## config.mk

```make
export PLATFORM = sky130hd
export DESIGN_NAME = rot_sleep_exec
export DESIGN_NICKNAME = d
export VERILOG_FILES = /design/src/file_ram.v /design/src/rot_sleep_exec.v
export VERILOG_INCLUDE_DIRS = /design/src
export SDC_FILE = /design/constraint.sdc
export NUM_CORES = 2
export LEC_CHECK = 0
export ABC_CLOCK_PERIOD_IN_PS = 11000
export CORE_ASPECT_RATIO = 1.2
export CORE_MARGIN = 2
export CORE_UTILIZATION = 37
export CTS_BUF_LIST = sky130_fd_sc_hd__clkbuf_16
export CTS_CLUSTER_DIAMETER = 120
export DETAILED_ROUTE_END_ITERATION = 8
export DONT_BUFFER_PORTS = 1
export RECOVER_POWER = 100
export SLEW_MARGIN = 20
export SYNTH_ARGS = -nofsm -noshare
export SYNTH_HDL_FRONTEND = slang
export SYNTH_SLANG_ARGS = --single-unit
```

## constraint.sdc

```tcl
create_clock -name pclk -period 11 [get_ports pclk]
set_clock_uncertainty 0.1 [all_clocks]
set_input_delay 1.1 -clock pclk [delete_from_list [all_inputs] [get_ports pclk]]
set_output_delay 1.1 -clock pclk [all_outputs]
set_load 0.05 [all_outputs]
```

## src/rot_sleep_map.vh

```
/*
 * Register offsets, field positions, opcodes and reset values for the
 * rotate/sleep execution block.
 * Assumes byte addressing on a 32-bit APB; each register is one word.
 */
`ifndef ROT_SLEEP_MAP_VH
`define ROT_SLEEP_MAP_VH

// Register byte offsets
`define OFS_INSTR 8'h00
`define OFS_WREG 8'h04
`define OFS_STATUS 8'h08
`define OFS_WDOG 8'h0C
`define OFS_FDATA 8'h10
`define OFS_FADDR 8'h14

// Instruction word fields
`define INSTR_OP_LSB 0
`define INSTR_OP_MSB 1
`define INSTR_DEST_BIT 2
`define INSTR_ADDR_LSB 8
`define INSTR_ADDR_MSB 14

// Opcodes
`define OP_NONE 2'h0
`define OP_RLC 2'h1
`define OP_RRC 2'h2
`define OP_SLEEP 2'h3

// Status fields
`define ST_CARRY 0
`define ST_PD_N 1
`define ST_TO_N 2
`define ST_SLEEP 3

// Reset and forced values
`define WREG_RST 8'h00
`define WDOG_CLEAR 8'h00
`define PRESC_CLEAR 8'h00
`define FADDR_RST 7'h00

`endif

```

## src/file_ram.v

```verilog
/*
 * File register memory: 128 bytes, one write port and one read port.
 * Assumes a single clock; read data is registered, one cycle after the address.
 */
`timescale 1ns/100ps
module file_ram #(
  parameter AW = 7,
  parameter DW = 8
) (
  // Clock
  input wire clk,
  // Write port
  input wire we,
  input wire [AW-1:0] waddr,
  input wire [DW-1:0] wdata,
  // Read port
  input wire [AW-1:0] raddr,
  output reg [DW-1:0] rdata
);

  reg [DW-1:0] mem [0:(1<<AW)-1];

  always @(posedge clk) begin
    if (we) begin
      mem[waddr] <= wdata;
    end
    rdata <= mem[raddr];
  end

endmodule

```

## src/rot_sleep_exec.v

```verilog
/*
 * Execution of rotate-left and rotate-right through carry and of sleep entry,
 * with an APB slave for instruction issue, accumulator, status, watchdog view
 * and file register access.
 * Assumes one clock pclk and an asynchronous active-low reset presetn; the
 * wake-up logic outside clears the sleep state by a status write.
 */
// Our own choices: the APB slave port and the register addresses.
// Summary of operation
// [RULE_01] Rotate left: old carry into bit 0, old bit 7 becomes carry.
// [RULE_02] Rotate right: old carry into bit 7, old bit 0 becomes carry.
// [RULE_03] Destination 0 writes accumulator only; destination 1 writes file register.
// [RULE_04] Rotate carries 7-bit file address 0..127 and one destination bit.
// [RULE_05] Rotate left is one word, one execute cycle, changes only carry.
// [RULE_06] Sleep clears watchdog counter and its prescaler to zero.
// [RULE_07] Sleep clears power-down bit, sets time-out bit; other flags unchanged.
// [RULE_08] After sleep, execution halts and the oscillator stops.
// [RULE_09] Rotate right is one word and one execute cycle as well.
`timescale 1ns/100ps
`include "rot_sleep_map.vh"
module rot_sleep_exec #(
  parameter AW = 7,
  parameter DW = 8,
  parameter PW = 8
) (
  // Clock and reset
  input wire pclk,
  input wire presetn,
  // APB slave
  input wire psel,
  input wire penable,
  input wire pwrite,
  input wire [7:0] paddr,
  input wire [31:0] pwdata,
  output reg [31:0] prdata,
  output wire pready,
  output wire pslverr,
  // Core state
  output wire osc_enable,
  output wire sleep_state
);

  localparam S_IDLE = 3'h1;
  localparam S_FETCH = 3'h2;
  localparam S_EXEC = 3'h4;

  reg [2:0] state_r;
  reg [2:0] state_nxt;
  reg ack_r;
  reg exec_done_r;
  reg [1:0] op_r;
  reg dest_r;
  reg [AW-1:0] iaddr_r;
  reg [DW-1:0] wreg_r;
  reg carry_r;
  reg pd_n_r;
  reg to_n_r;
  reg sleep_r;
  reg [DW-1:0] wdog_r;
  reg [PW-1:0] presc_r;
  reg [AW-1:0] faddr_r;
  wire [DW-1:0] ram_rdata;
  wire idle;
  wire acc_first;
  wire wr_fire;
  wire mapped;
  wire [DW:0] rot_res;
  wire exec_rot;
  wire ram_we;
  wire [AW-1:0] ram_waddr;
  wire [DW-1:0] ram_wdata;
  wire [AW-1:0] ram_raddr;

  // Rotate through carry: returns {new carry, result}
  function [DW:0] rotate;
    input [1:0] op;
    input [DW-1:0] val;
    input cin;
    begin
      if (op == `OP_RLC) begin
        rotate = {val[DW-1], val[DW-2:0], cin}; // RULE_01
      end else begin
        rotate = {val[0], cin, val[DW-1:1]}; // RULE_02
      end
    end
  endfunction

  function is_mapped;
    input [7:0] a;
    begin
      is_mapped = (a == `OFS_INSTR) || (a == `OFS_WREG) || (a == `OFS_STATUS) ||
        (a == `OFS_WDOG) || (a == `OFS_FDATA) || (a == `OFS_FADDR);
    end
  endfunction

  assign idle = state_r[0];
  // No access in the cycle after execute: file RAM read data is refreshed then
  assign acc_first = psel & penable & ~ack_r & idle & ~exec_done_r;
  assign pready = psel & penable & ack_r;
  assign mapped = is_mapped(paddr);
  assign pslverr = pready & ~mapped;
  assign wr_fire = pready & pwrite & mapped;
  assign osc_enable = ~sleep_r; // RULE_08
  assign sleep_state = sleep_r;

  assign exec_rot = state_r[2] & (op_r == `OP_RLC || op_r == `OP_RRC);
  assign rot_res = rotate(op_r, ram_rdata, carry_r);

  // File register write: rotate result when destination is 1, else APB data
  assign ram_we = (exec_rot & dest_r) | (wr_fire & (paddr == `OFS_FDATA)); // RULE_03
  assign ram_waddr = exec_rot ? iaddr_r : faddr_r;
  assign ram_wdata = exec_rot ? rot_res[DW-1:0] : pwdata[DW-1:0];
  assign ram_raddr = state_r[1] ? iaddr_r : faddr_r;

  file_ram #(
    .AW(AW),
    .DW(DW)
  ) u_ram (
    .clk(pclk),
    .we(ram_we),
    .waddr(ram_waddr),
    .wdata(ram_wdata),
    .raddr(ram_raddr),
    .rdata(ram_rdata)
  );

  always @* begin
    state_nxt = state_r;
    case (state_r)
      S_IDLE: begin
        if (wr_fire && paddr == `OFS_INSTR && !sleep_r &&
            pwdata[`INSTR_OP_MSB:`INSTR_OP_LSB] != `OP_NONE) begin
          state_nxt = S_FETCH;
        end
      end
      S_FETCH: state_nxt = S_EXEC;
      S_EXEC: state_nxt = S_IDLE; // RULE_05 RULE_09
      default: state_nxt = S_IDLE;
    endcase
  end

  always @(posedge pclk or negedge presetn) begin
    if (!presetn) begin
      state_r <= S_IDLE;
      ack_r <= 1'b0;
      exec_done_r <= 1'b0;
      prdata <= 32'h00000000;
      op_r <= `OP_NONE;
      dest_r <= 1'b0;
      iaddr_r <= `FADDR_RST;
      faddr_r <= `FADDR_RST;
    end else begin
      state_r <= state_nxt;
      ack_r <= acc_first;
      exec_done_r <= state_r[2];
      if (state_r[0] && state_nxt[1]) begin
        op_r <= pwdata[`INSTR_OP_MSB:`INSTR_OP_LSB];
        dest_r <= pwdata[`INSTR_DEST_BIT]; // RULE_04
        iaddr_r <= pwdata[`INSTR_ADDR_MSB:`INSTR_ADDR_LSB]; // RULE_04
      end
      if (wr_fire && paddr == `OFS_FADDR) begin
        faddr_r <= pwdata[AW-1:0];
      end
      if (acc_first && !pwrite) begin
        case (paddr)
          `OFS_INSTR: prdata <= {{17{1'b0}}, iaddr_r, 5'h00, dest_r, op_r};
          `OFS_WREG: prdata <= {24'h000000, wreg_r};
          `OFS_STATUS: prdata <= {28'h0000000, sleep_r, to_n_r, pd_n_r, carry_r};
          `OFS_WDOG: prdata <= {16'h0000, presc_r, wdog_r};
          `OFS_FDATA: prdata <= {24'h000000, ram_rdata};
          `OFS_FADDR: prdata <= {{25{1'b0}}, faddr_r};
          default: prdata <= 32'h00000000;
        endcase
      end
    end
  end

  // Accumulator, status and sleep
  always @(posedge pclk or negedge presetn) begin
    if (!presetn) begin
      wreg_r <= `WREG_RST;
      carry_r <= 1'b0;
      pd_n_r <= 1'b1;
      to_n_r <= 1'b1;
      sleep_r <= 1'b0;
    end else begin
      if (wr_fire && paddr == `OFS_WREG) begin
        wreg_r <= pwdata[DW-1:0];
      end
      if (wr_fire && paddr == `OFS_STATUS) begin
        carry_r <= pwdata[`ST_CARRY];
        if (!pwdata[`ST_SLEEP]) begin
          sleep_r <= 1'b0;
        end
      end
      if (exec_rot) begin
        carry_r <= rot_res[DW]; // RULE_05
        if (!dest_r) begin
          wreg_r <= rot_res[DW-1:0]; // RULE_03
        end
      end
      if (state_r[2] && op_r == `OP_SLEEP) begin
        pd_n_r <= 1'b0; // RULE_07
        to_n_r <= 1'b1; // RULE_07
        sleep_r <= 1'b1; // RULE_08
      end
    end
  end

  // Watchdog counter and prescaler
  always @(posedge pclk or negedge presetn) begin
    if (!presetn) begin
      wdog_r <= `WDOG_CLEAR;
      presc_r <= `PRESC_CLEAR;
    end else if (state_r[2] && op_r == `OP_SLEEP) begin
      wdog_r <= `WDOG_CLEAR; // RULE_06
      presc_r <= `PRESC_CLEAR; // RULE_06
    end else begin
      presc_r <= presc_r + {{(PW-1){1'b0}}, 1'b1};
      if (&presc_r) begin
        wdog_r <= wdog_r + {{(DW-1){1'b0}}, 1'b1};
      end
    end
  end

endmodule

```

# Word level (Yosys, flattened, before mapping)
# Memories as Yosys holds them, arrays and structs flattened. A register that Yosys moved wholly into a read port is not among the register bits.
# Index checks and enable logic that the tools add are counted.
# totals
ff_bits	81
ramBits	1024
input_bits	45
output_inout_bits	36
word_cells	90
memories	1
# classes
n_addsub	2
eq_ne	12
muxes	20
n_bitwise	16
reduce_logical	24
# mem_list
memory	depth	width	rd	rd_ports_with_merged_regs	wr	line_no	text
u_ram.mem	128	8	1	1	1	file_ram.v:21	reg [DW-1:0] mem [0:(1<<AW)-1];
# ops
operator	count
case mux 16 bit (6 select lines)	1
two-way mux 8 bit	7
adder 8 x 1 -> 8 bit (second input constant)	2
equality test 8 x 4 -> 1 bit (second input constant)	2
equality test 8 x 5 -> 1 bit (second input constant)	2
two-way mux 7 bit	2
AND 1 bit	11
logical AND 1 bit	9
two-way mux 9 bit	1
equality test 8 x 3 -> 1 bit (second input constant)	1
zero test 8 bit	1
AND reduction 8 bit	1
nonzero test 2 bit	4
two-way mux 1 bit	7
logical OR 1 bit	6
case mux 3 bit (2 select lines)	1
equality test 2 bit (second input constant)	2
NOT 1 bit	4
equality test 3 x 1 -> 1 bit (second input constant)	1
equality test 3 x 2 -> 1 bit (second input constant)	1
two-way mux 3 bit	1
equality test 2 x 1 -> 1 bit (second input constant)	1
zero test 1 bit	2
!= test 2 x 1 -> 1 bit (second input constant)	1
other kinds (3)	3

# Logic depth before layout (Yosys ltp)
# logic_depth
word_depth	13
mapped_depth	12
depth_no_buf	8

# By module
# A second synthesis with hierarchy kept.
# hier_totals
cells_unflattened	1995
area_unflattened_um2	43361.6
# modules_own_cells
mod	instances	cells_each	area_each_um2	seq_area_each_um2
file_ram	1	1635	39665.5	30909.6
rot_sleep_exec	1	360	3696.0	1629.1

# Worst setup path before layout
# OpenSTA, ideal clock, no wires.
# synth_timing
path_kind	reg2reg
start	register op_r[0]
end	memory u_ram.mem[0][6], data pin
setup_time_ns	1.198
t_arrival_ns	6.426
slack_ns	3.276
path_stages_with_launch	7
path_buffers	3
synth_period_minus_slack_ns	7.724
path_cell_list	dfrtp_1 > ha_1 > nand2b_1 > clkbuf_1 > clkbuf_1 > clkbuf_1 > o21ai_0
# synth_via
elab_chain_len	4
# synth_rtl
element	line_no	text
start, declared	rot_sleep_exec.v:51	reg [1:0] op_r;
start signal, assigned	rot_sleep_exec.v:148	op_r <= `OP_NONE;
start signal, assigned	rot_sleep_exec.v:157	op_r <= pwdata[`INSTR_OP_MSB:`INSTR_OP_LSB];
equality test 2 x 1 -> 1 bit (no line) / equality test 2 bit (equally long branches)	-	
logical OR 1 bit (no line)	-	
AND 1 bit	rot_sleep_exec.v:106	assign exec_rot = state_r[2] & (op_r == `OP_RLC || op_r == `OP_RRC);
two-way mux 8 bit *	rot_sleep_exec.v:112	assign ram_wdata = exec_rot ? rot_res[DW-1:0] : pwdata[DW-1:0];
net ram_wdata[6]	rot_sleep_exec.v:71	wire [DW-1:0] ram_wdata;
end, declared	file_ram.v:21	
# The timed path passes the listed nets; every way through them passes the cells marked *.

# Final worst setup path
# layout_timing
start	register op_r[0]
end	memory u_ram.mem[24][1], data pin
# Same word-level chain as after synthesis.

==> reports/results.ini <==
[placement]
dp_slack_ns = 5.61
portBuffers = 0
hpwl_um = 67100
routabilityCongestion = 0.815

[sta]
min_period_ns = 7.65
clock.fmax_mhz = 131
whs_ns = 0.145
slew_headroom_pct = -170
grt_setup_unrepaired = no
timing.setup.tns_ns = 0
setup_slack_ns = 3.35
worst_pin_slew_ns = 4.05
final_hold_viol_count = 0
report.final.slew_viol_count = 995
finalSetupViolations = 0
fin_crit_sh_pct = 69.6

[clock_network]
clock-sinks = 1097
cts_hold_buf = 1
post_cts_buffers = 0
root_buffer = clkbuf_16
insertion_delay_ns = 0.69
clockBufferDepth = 3
path_clk_slew_ns = 0.06
numCtsBuffers = 101
cts_tree = built
h-tree-depth = 3
cts_resized = 0

[floorplan]
io_pins = 81
core_um2 = 119000
die_h_um = 384
initial_core_util_pct = 37.3
rows = 139
die_w_um = 321
die_area_um2 = 123000

[routing]
wl_per_cell_um = 23.9
post-route-drc-count = 0
dr_total_vias = 25974
drt_wl_total_um = 114000
firstDrtPassIters = 5
detail-route-antenna-nets = 0
drt_iter0_drc = 2462
viasPerCell = 5.46

[layout]
drive_gt1_share_pct = 6.81
syn_to_final_growth_pct = 10.0
fillers = 10773
final_nets = 3175
num_antenna_cells = 0

[run_status]
outcome = finished with violations
violations = max-capacitance violations, max-slew violations

[worst_setup_path]
end_kind = register
cp_data_required_time_ns = 10.79
r2r-start = op_r[0]
cp_max_fo = 84
r2r_slack_ns = 3.35
reg2reg_depth = 6
critPathKind = reg -> reg
worst_r2r_endpoint = u_ram.mem[24][1]
critPathArrivalTime_ns = 7.45
start_kind = register

[synth]
ys_async_sr_fraction_pct = 5.93
synth_cell_types = 68
ys_seq_area_share_pct = 73.0
synth_warnings = 0
syn_inst = 3163
synth.cell_area_um2 = 44500
ys_seq_elements = 1097
synth_ff_type = edfxtp_1
synth_edf_count = 1024
synth_area_per_cell_um2 = 14.1

[grt]
grt_pass1_wl_um = 167000
grt_util_all_layers_pct = 18.2
grt_overflow = 0
grt_pass1_vias = 25318
grt_max_degree = 181
antenna_found_initial = 1

[power_and_ir_drop]
max-vdd-ir-drop_mv = 0.111
p_leak_nw = 15.6
cellPowerDensity_nw_per_um2 = 163

[min_path]
min_path_type = in -> async

[run]
maxCapViolCount = 24

-- cells in the mapped netlist, types with 17 or more instances --
| library cell | number | area [um^2] |
|---|---|---|
| mux2i_1 | 279 | 2790 |
| o221ai_1 | 82 | 718 |
| nor4_1 | 25 | 156 |
| buf_4 | 34 | 255 |
| nand2_1 | 603 | 2260 |
| a21oi_1 | 106 | 531 |
| buf_1 | 38 | 143 |
| edfxtp_1 | 1024 | 30700 |
| buf_2 | 41 | 205 |
| nor2_1 | 175 | 657 |
| nand3_1 | 297 | 1490 |
| o22ai_1 | 29 | 181 |
| mux2_2 | 17 | 191 |
| dfrtp_1 | 63 | 1580 |
| o21ai_0 | 18 | 90.1 |
| clkbuf_1 | 89 | 334 |
| a31oi_1 | 25 | 156 |
-- worst max-delay path, stage by stage (launching register included) --
cell and delay, ns:
dfrtp_1 0.43, ha_1 0.31, nand2b_1 1.03, nand2_1 0.11, o21ai_0 0.15, clkbuf_1 1.69, clkbuf_1 2.95
-- metal layers --
metal | vias to the layer above | share of wire [%] | track usage [%]
met5 | - | 0 | 0
met4 | 0 | 4.5 | 8.53
met3 | 208 | 6.0 | 2.67
met2 | 852 | 49 | 30.6
met1 | 13084 | 41 | 23.3
li1 | 11830 | - | -
-- stage by stage --
stage,cells,instance area (um^2),utilization (%),total power [mW]
floorplan,3178,44600,-,4.78
global placement,4573,46200,38.6,4.80
detailed placement,4573,46200,38.6,4.80
CTS,4754,49200,41.2,8.03
global route,4754,49000,41.0,8.18
finish,4754,49000,41.0,7.98
-- sequential cells by signal, summed over array words and instances (netlist names) --
| name | count |
|---|---|
| iaddr_r | 7 |
| dest_r | 1 |
| wreg_r | 8 |
| carry_r | 1 |
| pd_n_r | 1 |
| u_ram.rdata | 8 |
| exec_done_r | 1 |
| state_r | 3 |
| presc_r | 8 |
| faddr_r | 7 |
| u_ram.mem | 1024 |
| sleep_state | 1 |
| ack_r | 1 |
| wdog_r | 8 |
| prdata | 16 |
| op_r | 2 |
-- cell usage in the layout, fill, tap and decap left out, drive strengths merged, types with 16 or more instances in the layout --
cell type / netlist / final
mux2: 17 / 17
mux2i: 279 / 279
nor3: 16 / 16
a31oi: 25 / 25
dfrtp: 63 / 63
a211oi: 17 / 17
conb: 1 / 16
nand2: 603 / 603
a21oi: 106 / 106
buf: 117 / 33
clkbuf: 90 / 123
o21ai: 21 / 21
nor2: 175 / 175
o22ai: 29 / 29
inv: 6 / 34
o221ai: 82 / 82
nor4: 26 / 26
clkinv: 0 / 44
nand3: 297 / 297
edfxtp: 1024 / 1024
-- worst max path at each step --
stage / slack [ns] / end / from
3_5_place_dp: 5.61 / u_ram.rdata[3] / state_r[1]
2_1_floorplan: 3.28 / u_ram.mem[0][6] / op_r[0]
3_3_place_gp: 5.61 / u_ram.rdata[3] / state_r[1]
5_1_grt: 2.77 / u_ram.mem[25][1] / op_r[0]
6_report: 3.35 / u_ram.mem[24][1] / op_r[0]
4_1_cts: 5.62 / u_ram.rdata[3] / state_r[1]
-- area by class of cell --
type | count | area [um^2] | area share [%]
Clock buffer | 104 | 2600 | 5.31
Clock inverter | 76 | 417 | 0.850
Inverter | 6 | 22.5 | 0.0459
Multi-Input combinational cell | 1868 | 11200 | 22.8
Sequential cell | 1097 | 32500 | 66.4
Tap cell | 1551 | 1940 | 3.96
Timing Repair Buffer | 52 | 335 | 0.684
-- power by group --
part | switching, mW | internal, mW | leakage (nW)
Combinational | 0.0915 | 0.00984 | 3.89
Clock | 1.51 | 1.75 | 1.59
Sequential | 0.0423 | 4.58 | 10.1
-- kinds of logic (layout without fill, tap and decap cells) --
kind of cell | count (synthesis) | in the layout | share of synthesized area (%)
multiplexers | 309 | 309 | 7.36
buffers and inverters | 213 | 238 | 2.28
AND/OR/NAND/NOR | 1180 | 1180 | 11.5
other | 1 | 16 | 0.00842
flip-flops | 1097 | 1097 | 73.0
adder cells (fa/ha/maj) | 4 | 4 | 0.112
AO/OA/AOI/OAI | 346 | 346 | 5.43
XOR/XNOR | 13 | 13 | 0.256
Power figures use the tool's default switching activity.
